<file path="src/inc/fpx_pkg.sv">
// package: register map, encodings and field positions for the vector fp exception unit
// ======================================================================
package fpx_pkg;
   // ===================================================================
   // register map (byte addresses)
   localparam logic [7:0]  ADDR_CTRL_STATUS = 8'h00;
   localparam logic [7:0]  ADDR_OS_CTRL     = 8'h04;
   localparam logic [7:0]  ADDR_OP_A        = 8'h08;
   localparam logic [7:0]  ADDR_OP_B        = 8'h0C;
   localparam logic [7:0]  ADDR_CMD         = 8'h10;
   localparam logic [7:0]  ADDR_RESULT      = 8'h14;
   localparam logic [7:0]  ADDR_FAULT       = 8'h18;
   localparam logic [7:0]  ADDR_POST        = 8'h1C;
   // ===================================================================
   // control/status fields, and the enable bit of the os control register
   // flag and mask positions
   localparam int          FLAG_LSB         = 0;
   localparam int          MASK_LSB         = 7;
   localparam int          FLUSH_ZERO_BIT   = 15;
   localparam int          OS_ENABLE_BIT    = 10;
   localparam int          NUM_CLASSES      = 6;
   localparam logic [31:0] CSR_RESET        = 32'h0000_1F80;
   localparam logic [31:0] CSR_WMASK        = 32'h0000_FFBF;
   // class index within flag or mask field
   localparam int          CL_INV           = 0;
   localparam int          CL_DEN           = 1;
   localparam int          CL_DIV           = 2;
   localparam int          CL_OVF           = 3;
   localparam int          CL_UNF           = 4;
   localparam int          CL_PRE           = 5;
   // ===================================================================
   // special values
   localparam logic [31:0] QNAN_INDEF       = 32'hFFC0_0000;
   localparam logic [31:0] INT_INDEF        = 32'h8000_0000;
   localparam logic [31:0] QUIET_BIT        = 32'h0040_0000;
   localparam logic [31:0] ALL_ONES         = 32'hFFFF_FFFF;
   localparam logic [2:0]  FLAGS_UNORD      = 3'h7;
   localparam logic [2:0]  FLAGS_GT         = 3'h0;
   localparam logic [2:0]  FLAGS_LT         = 3'h1;
   localparam logic [2:0]  FLAGS_EQ         = 3'h4;
   localparam logic [1:0]  AXI_OKAY         = 2'h0;
   localparam logic [1:0]  AXI_SLVERR       = 2'h2;
   // ===================================================================
   // operations (cmd bits 3:0), predicate in bits 6:4, integer type in bit 7
   typedef enum logic [3:0] {
      OP_ADD, OP_SUB, OP_MUL, OP_DIV, OP_SQRT, OP_MAX, OP_MIN, OP_CMP_PRED,
      OP_CMP_ORD, OP_CVT_INT, OP_CVT_PREC, OP_INT
   } fp_op_t;
   localparam logic [2:0]  PRED_UNORD       = 3'h3;
   localparam logic [2:0]  PRED_NEQ         = 3'h4;
   localparam int          CMD_INT_BIT      = 7;
   // fault codes
   localparam logic [1:0]  FAULT_NONE       = 2'h0;
   localparam logic [1:0]  FAULT_VECTOR     = 2'h1;
   localparam logic [1:0]  FAULT_BAD_OPCODE = 2'h2;
endpackage : fpx_pkg

</file>
<file path="src/inc/fpx_lane_if.sv">
// interface: one element check request and its answer
interface fpx_lane_if;
   import fpx_pkg::*;
   logic [31:0] a;
   logic [31:0] b;
   fp_op_t      op;
   logic [2:0]  pred;
   logic        invalid;
   logic [31:0] result;
   logic [2:0]  cond;
   modport core (output a, b, op, pred, input invalid, result, cond);
   modport lane (input a, b, op, pred, output invalid, result, cond);
endinterface : fpx_lane_if

</file>
<file path="src/hdl/fpx_exception_unit.sv">
// top: vector fp exception unit with axi4-lite register access
module fpx_exception_unit
   import fpx_pkg::*;
#(
   parameter int LANES = 4
) (
   // clock and reset
   input  wire logic        I_CORE_CLK,
   input  wire logic        I_RESET,
   // axi4-lite write
   input  wire logic        I_AWVALID,
   input  wire logic [7:0]  I_AWADDR,
   output logic             O_AWREADY,
   input  wire logic        I_WVALID,
   input  wire logic [31:0] I_WDATA,
   input  wire logic [3:0]  I_WSTRB,
   output logic             O_WREADY,
   output logic             O_BVALID,
   output logic [1:0]       O_BRESP,
   input  wire logic        I_BREADY,
   // axi4-lite read
   input  wire logic        I_ARVALID,
   input  wire logic [7:0]  I_ARADDR,
   output logic             O_ARREADY,
   output logic             O_RVALID,
   output logic [31:0]      O_RDATA,
   output logic [1:0]       O_RRESP,
   input  wire logic        I_RREADY,
   // post-computation conditions from the datapath
   input  wire logic [2:0]  I_POST_FLAGS,
   // fault outputs
   output logic             O_SIMD_FP_FAULT,
   output logic             O_BAD_OPCODE_FAULT
);
   // ===================================================================
   // state
   typedef struct packed {
      logic        aw_got;
      logic [7:0]  awaddr;
      logic        w_got;
      logic [31:0] wdata;
      logic [3:0]  wstrb;
      logic        bvalid;
      logic [1:0]  bresp;
      logic        rvalid;
      logic [31:0] rdata;
      logic [1:0]  rresp;
      logic [31:0] csr;
      logic        os_en;
      logic [31:0] op_a;
      logic [31:0] op_b;
      logic [7:0]  cmd;
      logic [31:0] result;
      logic [2:0]  cond;
      logic [1:0]  fault;
      logic        vec_fault;
      logic        opc_fault;
      logic        aw_rdy;
      logic        w_rdy;
      logic        ar_rdy;
   } state_t;

   state_t st_r;
   state_t st_nxt;

   // ===================================================================
   // element checkers
   logic [LANES-1:0] lane_inv;
   logic [31:0]      lane_res [LANES];
   logic [2:0]       lane_cond [LANES];
   logic [3:0]       op_code;
   logic             cmd_wr;
   logic [7:0]       cmd_cur;

   // executing command still sits in the write slot
   assign cmd_wr  = st_r.aw_got && st_r.w_got && !st_r.bvalid && st_r.awaddr == ADDR_CMD;
   assign cmd_cur = cmd_wr ? st_r.wdata[7:0] : st_r.cmd;
   assign op_code = cmd_cur[3:0];

   for (genvar g = 0; g < LANES; g++) begin : g_lane
      fpx_lane_if lk ();
      assign lk.a    = st_r.op_a + 32'(g);
      assign lk.b    = st_r.op_b;
      assign lk.op   = cmd_cur[CMD_INT_BIT] ? OP_INT : fp_op_t'(op_code);
      assign lk.pred = cmd_cur[6:4];
      assign lane_inv[g]  = lk.invalid;
      assign lane_res[g]  = lk.result;
      assign lane_cond[g] = lk.cond;
      fpx_lane_check u_chk (
         .lk (lk.lane)
      );
   end

   // ===================================================================
   // write merge helper
   function automatic logic [31:0] merge(input logic [31:0] old, input logic [31:0] nw,
                                         input logic [3:0] be);
      logic [31:0] r;
      r = old;
      for (int i = 0; i < 4; i++) begin
         if (be[i]) begin
            r[i*8 +: 8] = nw[i*8 +: 8];
         end
      end
      return r;
   endfunction : merge

   // ===================================================================
   // next state
   logic              wr_go;
   logic              exec_go;
   logic [NUM_CLASSES-1:0] ev;
   logic [NUM_CLASSES-1:0] unmasked;
   logic [31:0]       csr_w;
   logic [31:0]       rd_val;
   logic              rd_ok;

   always_comb begin
      st_nxt  = st_r;
      ev      = '0;
      csr_w   = st_r.csr;
      rd_val  = 32'h0;
      rd_ok   = 1'b1;
      exec_go = 1'b0;
      wr_go   = st_r.aw_got && st_r.w_got && !st_r.bvalid;
      st_nxt.vec_fault = 1'b0;
      st_nxt.opc_fault = 1'b0;
      // write channels taken in either order
      if (I_AWVALID && !st_r.aw_got) begin
         st_nxt.aw_got = 1'b1;
         st_nxt.awaddr = I_AWADDR;
      end
      if (I_WVALID && !st_r.w_got) begin
         st_nxt.w_got = 1'b1;
         st_nxt.wdata = I_WDATA;
         st_nxt.wstrb = I_WSTRB;
      end
      if (wr_go) begin
         st_nxt.aw_got = 1'b0;
         st_nxt.w_got  = 1'b0;
         st_nxt.bvalid = 1'b1;
         st_nxt.bresp  = AXI_OKAY;
         case (st_r.awaddr)
            ADDR_CTRL_STATUS: csr_w = merge(st_r.csr, st_r.wdata, st_r.wstrb) & CSR_WMASK;
            ADDR_OS_CTRL:     st_nxt.os_en = st_r.wdata[OS_ENABLE_BIT];
            ADDR_OP_A:        st_nxt.op_a = merge(st_r.op_a, st_r.wdata, st_r.wstrb);
            ADDR_OP_B:        st_nxt.op_b = merge(st_r.op_b, st_r.wdata, st_r.wstrb);
            ADDR_CMD: begin
               st_nxt.cmd = st_r.wdata[7:0];
               exec_go    = 1'b1;
            end
            default:          st_nxt.bresp = AXI_SLVERR;
         endcase
      end
      if (st_r.bvalid && I_BREADY) begin
         st_nxt.bvalid = 1'b0;
      end
      // ================================================================
      // instruction completion, pre then post conditions
      if (exec_go) begin
         ev[CL_INV] = |lane_inv;
         if (!(ev[CL_INV] && !st_r.csr[MASK_LSB + CL_INV])) begin
            ev[CL_OVF] = I_POST_FLAGS[0];
            ev[CL_UNF] = I_POST_FLAGS[1];
            ev[CL_PRE] = I_POST_FLAGS[2];
         end
      end
      unmasked = ev & ~st_r.csr[MASK_LSB +: NUM_CLASSES];
      csr_w[FLAG_LSB +: NUM_CLASSES] = csr_w[FLAG_LSB +: NUM_CLASSES] | ev;
      st_nxt.csr = csr_w;
      if (exec_go) begin
         if (|unmasked) begin
            st_nxt.fault = st_r.os_en ? FAULT_VECTOR : FAULT_BAD_OPCODE;
            st_nxt.vec_fault = st_r.os_en;
            st_nxt.opc_fault = !st_r.os_en;
         end else begin
            st_nxt.fault  = FAULT_NONE;
            st_nxt.result = lane_res[0];
            st_nxt.cond   = lane_cond[0];
         end
      end
      // ================================================================
      // read channel
      case (I_ARADDR)
         ADDR_CTRL_STATUS: rd_val = st_r.csr;
         ADDR_OS_CTRL:     rd_val = 32'(st_r.os_en) << OS_ENABLE_BIT;
         ADDR_OP_A:        rd_val = st_r.op_a;
         ADDR_OP_B:        rd_val = st_r.op_b;
         ADDR_CMD:         rd_val = {24'h0, st_r.cmd};
         ADDR_RESULT:      rd_val = st_r.result;
         ADDR_FAULT:       rd_val = {27'h0, st_r.cond, st_r.fault};
         ADDR_POST:        rd_val = 32'(lane_inv);
         default:          rd_ok = 1'b0;
      endcase
      if (I_ARVALID && !st_r.rvalid) begin
         st_nxt.rvalid = 1'b1;
         st_nxt.rdata  = rd_ok ? rd_val : 32'h0;
         st_nxt.rresp  = rd_ok ? AXI_OKAY : AXI_SLVERR;
      end else if (st_r.rvalid && I_RREADY) begin
         st_nxt.rvalid = 1'b0;
      end
      // readies registered from the next slot state
      st_nxt.aw_rdy = !st_nxt.aw_got;
      st_nxt.w_rdy  = !st_nxt.w_got;
      st_nxt.ar_rdy = !st_nxt.rvalid;
   end

   // ===================================================================
   // state register
   always_ff @(posedge I_CORE_CLK) begin
      if (I_RESET) begin
         st_r        <= '0;
         st_r.csr    <= CSR_RESET;
         st_r.aw_rdy <= 1'b1;
         st_r.w_rdy  <= 1'b1;
         st_r.ar_rdy <= 1'b1;
      end else begin
         st_r <= st_nxt;
      end
   end

   assign O_AWREADY          = st_r.aw_rdy;
   assign O_WREADY           = st_r.w_rdy;
   assign O_BVALID           = st_r.bvalid;
   assign O_BRESP            = st_r.bresp;
   assign O_ARREADY          = st_r.ar_rdy;
   assign O_RVALID           = st_r.rvalid;
   assign O_RDATA            = st_r.rdata;
   assign O_RRESP            = st_r.rresp;
   assign O_SIMD_FP_FAULT    = st_r.vec_fault;
   assign O_BAD_OPCODE_FAULT = st_r.opc_fault;
endmodule : fpx_exception_unit

</file>
<file path="src/hdl/fpx_lane_check.sv">
// element invalid-operation detector and masked result generator
module fpx_lane_check
   import fpx_pkg::*;
(
   fpx_lane_if.lane lk
);
   function automatic logic is_nan(input logic [31:0] v);
      return (v[30:23] == 8'hFF) && (v[22:0] != 23'h0);
   endfunction : is_nan
   function automatic logic is_snan(input logic [31:0] v);
      return is_nan(v) && !v[22];
   endfunction : is_snan
   function automatic logic is_inf(input logic [31:0] v);
      return (v[30:23] == 8'hFF) && (v[22:0] == 23'h0);
   endfunction : is_inf
   function automatic logic is_zero(input logic [31:0] v);
      return v[30:0] == 31'h0;
   endfunction : is_zero

   logic any_nan;
   logic any_snan;
   logic [31:0] quiet;
   always_comb begin
      any_nan  = is_nan(lk.a) || is_nan(lk.b);
      any_snan = is_snan(lk.a) || is_snan(lk.b);
      quiet    = (is_snan(lk.a) ? lk.a : lk.b) | QUIET_BIT;
      lk.invalid = 1'b0;
      lk.result  = lk.a;
      lk.cond    = FLAGS_GT;
      case (lk.op)
         OP_ADD, OP_SUB, OP_MUL, OP_DIV: begin
            if (any_snan) begin
               lk.invalid = 1'b1;
               lk.result  = quiet;
            end else if (any_nan) begin
               lk.result = is_nan(lk.a) ? lk.a : lk.b;
            end else if ((lk.op == OP_ADD && is_inf(lk.a) && is_inf(lk.b) && lk.a[31] != lk.b[31])
                      || (lk.op == OP_SUB && is_inf(lk.a) && is_inf(lk.b) && lk.a[31] == lk.b[31])
                      || (lk.op == OP_MUL && ((is_inf(lk.a) && is_zero(lk.b))
                                           || (is_zero(lk.a) && is_inf(lk.b))))
                      || (lk.op == OP_DIV && ((is_zero(lk.a) && is_zero(lk.b))
                                           || (is_inf(lk.a) && is_inf(lk.b))))) begin
               lk.invalid = 1'b1;
               lk.result  = QNAN_INDEF;
            end
         end
         OP_SQRT: begin
            if (is_snan(lk.a)) begin
               lk.invalid = 1'b1;
               lk.result  = lk.a | QUIET_BIT;
            end else if (!is_nan(lk.a) && lk.a[31] && !is_zero(lk.a)) begin
               lk.invalid = 1'b1;
               lk.result  = QNAN_INDEF;
            end
         end
         OP_MAX, OP_MIN: begin
            if (any_nan) begin
               lk.invalid = 1'b1;
               lk.result  = lk.b;
            end else if ((lk.op == OP_MAX) == ($signed(lk.a) > $signed(lk.b))) begin
               lk.result = lk.a;
            end else begin
               lk.result = lk.b;
            end
         end
         OP_CMP_PRED: begin
            if (any_nan) begin
               lk.invalid = 1'b1;
               lk.result  = (lk.pred == PRED_NEQ || lk.pred == PRED_UNORD) ? ALL_ONES : 32'h0;
            end else begin
               lk.result = (lk.a == lk.b) == (lk.pred != PRED_NEQ) ? ALL_ONES : 32'h0;
            end
         end
         OP_CMP_ORD: begin
            if (any_nan) begin
               lk.invalid = 1'b1;
               lk.cond    = FLAGS_UNORD;
            end else if (lk.a == lk.b) begin
               lk.cond = FLAGS_EQ;
            end else if ($signed(lk.a) < $signed(lk.b)) begin
               lk.cond = FLAGS_LT;
            end
         end
         OP_CVT_INT: begin
            if (is_nan(lk.a) || is_inf(lk.a) || lk.a[30:23] >= 8'h9E) begin
               lk.invalid = 1'b1;
               lk.result  = INT_INDEF;
            end
         end
         OP_CVT_PREC: begin
            if (is_snan(lk.a)) begin
               lk.invalid = 1'b1;
               lk.result  = lk.a | QUIET_BIT;
            end
         end
         default: begin
            lk.invalid = 1'b0;
         end
      endcase
   end
endmodule : fpx_lane_check

</file>
<file path="config.mk">
export PLATFORM = sky130hd
export DESIGN_NAME = fpx_exception_unit
export DESIGN_NICKNAME = d
export VERILOG_FILES = /design/src/inc/fpx_pkg.sv /design/src/inc/fpx_lane_if.sv /design/src/hdl/fpx_exception_unit.sv /design/src/hdl/fpx_lane_check.sv
export SDC_FILE = /design/constraint.sdc
export NUM_CORES = 1
export LEC_CHECK = 0
export BUFFER_PORTS_ARGS = -buffer_cell sky130_fd_sc_hd__buf_4
export CAP_MARGIN = 15
export CORE_UTILIZATION = 40
export DETAILED_ROUTE_END_ITERATION = 8
export HOLD_SLACK_MARGIN = 0.05
export PLACE_DENSITY = 0.56
export SLEW_MARGIN = 20
export SYNTH_ARGS = -nofsm -noshare
export SYNTH_HDL_FRONTEND = slang
export SYNTH_HIERARCHICAL = 1
export SYNTH_SLANG_ARGS = --single-unit
</file>
<file path="constraint.sdc">
create_clock -name I_CORE_CLK -period 5.8 [get_ports I_CORE_CLK]
set_input_delay 1.16 -clock I_CORE_CLK [delete_from_list [all_inputs] [get_ports I_CORE_CLK]]
set_output_delay 1.16 -clock I_CORE_CLK [all_outputs]
set_load 0.005 [all_outputs]
</file>
==> reports/summary.txt <==
Clk Latency, worst-skew pair - 0.56 ns
Count of final max-slew check failures - 0
# IOs - 105
Hold Fails Final Rpt - 0
Initial antenna violation count - 0
Worst setup SP type - flop
Via count - 14.91k
Final hold slack - 0.4520 ns
Drt wl/cell - 21.44 µm
First-pass GRT wire length - 81390 µm
Net switching power figure - 815.5 µW
# Max-Cap Violations - 0
Worst slew pin tran - 1.031 ns
Critical Path Max Stage Delay - 0.67 ns
Crit-path cells - ha_1 > nand3_1 > nor3_4 > nand4_1 > xnor2_1 > nor4_1 > and4_1 > a21o_1 > o22ai_1 > o21ai_0 > o22ai_1 > or4_1 > nor4_1 > buf_4 > nor2_2 > buf_12 > o31ai_1 > a21oi_1
Total track usage - 26.63%
Sw Ratio - 24.62%
Post-CTS Resized - 0
CTS tree - built
Core box area - 0.03696 mm²
Post-Route Skew - 0.02428 ns
Int Pwr - 2497 µW
Post-Syn Instances - 1955
Final min period - 5.337 ns
Chip Width - 196.8 µm
Max Buffers Root-to-Sink - 3
DP HPWL - 38460 µm
Gr ovfl total - 0
Worst Setup End Kind - flop
Share of layout cells above drive strength 1 - 13.80%
CTS Sinks - 212
Peak supply drop - 0.0001999 V
PD cells - 196.4 mW/mm²
Finished Layout Cells - 2453
Yosys warns - 6
Hold_buf cts - 0
Setup tns final - 0 ns
WL final - 52580 µm
DRC Markers - 0
Vias in the first global route - 13.74k
Endpoints failing setup - 0
Initial Utilization - 41.08%
Mapped Area - 0.01518 mm²
Hold WC Path Type - flop to flop
Post-DR vias/cell - 6.077
Post-layout nets - 2032
Area growth, synth to finish - 11.09%
H-Tree Depth - 1
Leakage Power - 0.006008 µW
Final ANT Viol Nets - 0
Clock share of power - 48.3%
Rows - 70
Buffers added on ports - 102
Ant diodes - 0
Worst setup path category - flop to flop
Clock slew seen by the registers of the worst setup and hold paths - 0.06 ns
Worst EP arrival - 5.73 ns
Avg Cell Area, Syn - 7.766 µm²
RePlAce Congestion - 0.9468
Root Buffer - clkbuf_16
Crit-path max FO - 35
Combinational fraction of design power - 6.1%
Period utilisation layout - 92.02%
WP data required - 6.19 ns
RSZ-0062 raised after global routing - false
Status - finished, final reports clean
Register share of total power - 45.6%
First-pass DRT Iterations - 5
Die Footprint - 0.03874 mm²
# Post-CTS Setup Buffers - 0
CTS Buf Count - 25
Chip height - 196.8 µm
Final Core Density - 45.64%
Pin count of the biggest net entering global routing - 110
DR iter-0 viols - 1256
Relative slew slack - 31.17%
Fmax - 0.1874 GHz
CP max stage cell - dfxtp_1
Placed cell count - 2408
==> power by group through the flow <==
stage	logic, µW	clock network (µW)	registers, µW
after floorplan	137	0	1530
after global placement	202	0	1540
after detailed placement	203	0	1540
after CTS	204	1630	1510
after global routing	222	1690	1510
final	203	1600	1510
==> metrics by stage <==
stage	setup WS, ns	area [µm²]	total power, µW
detailed placement	0.3057	16010	1744
finish	0.4627	16870	3312
global placement	0.4200	16010	1742
CTS	0.2818	16850	3346
global route	0.05583	16870	3425
floorplan	1.158	15190	1665
==> path summary, 6_finish.rpt <==
kind | startpoint | end | slack [ns] | depth (start not counted)
max | st_r[83] | st_r[23] | 0.46 | 18
max reg2reg | st_r[83] | st_r[23] | 0.46 | 18
min reg2reg | O_RDATA[17] | O_RDATA[17] | 0.45 | 2
min | O_RDATA[17] | O_RDATA[17] | 0.45 | 2
==> sequential cells by signal, indices dropped and copies added (netlist names) <==
name / flops
O_WREADY: 1
O_RVALID: 1
O_AWREADY: 1
O_RRESP: 1
O_SIMD_FP_FAULT: 1
O_BVALID: 1
g_lane.lk.b: 32
O_ARREADY: 1
st_r: 139
O_BRESP: 1
O_RDATA: 32
O_BAD_OPCODE_FAULT: 1
==> cell usage in the layout (no fill, tap or decap), types with 10 or more instances in the layout <==
cell type	n
dfxtp_1	212
nand2_1	210
nor2_1	157
buf_4	147
a21oi_1	123
mux2i_1	89
nand4_1	88
o21ai_0	70
inv_1	64
nor4_1	63
nor3_1	63
xnor2_1	53
nand3_1	43
xor2_1	43
ha_1	39
o31ai_1	36
a22oi_1	29
clkbuf_16	25
nor2b_1	24
nand2b_1	22
o2bb2ai_1	19
a2bb2oi_1	18
or4_1	14
and3_1	13
o21a_1	12
and2_1	11
o22ai_1	11
a21o_1	10
==> per-layer routing <==
layer	GRT usage [%]	vias up	share of wire (%)
li1	-	7036	-
met2	40.20	589	43
met1	38.74	7204	47
met5	0	-	0
met4	7.953	0	2.8
met3	4.055	79	7.0
==> cell type report <==
class	instances	area (µm²)
inverters	64	240.2
clock inverters	13	145.1
fillers	3766	20090
flip-flops and latches	212	4244
multi-input cells	1478	9761
clock buffers	32	691.9
well taps	504	630.6
repair buffers	150	1155
==> worst max-delay path: cells and delay by family, from the launching register on <==
| kind | cells | cell delay [ns] |
|---|---|---|
| compound gates | 6 | 0.90 |
| xor+xnor | 1 | 0.18 |
| fa+ha+maj | 1 | 0.42 |
| buf+inv | 2 | 0.36 |
| flops | 1 | 0.67 |
| simple gates | 8 | 2.62 |
Note: power is estimated with default switching activity, not from simulation.
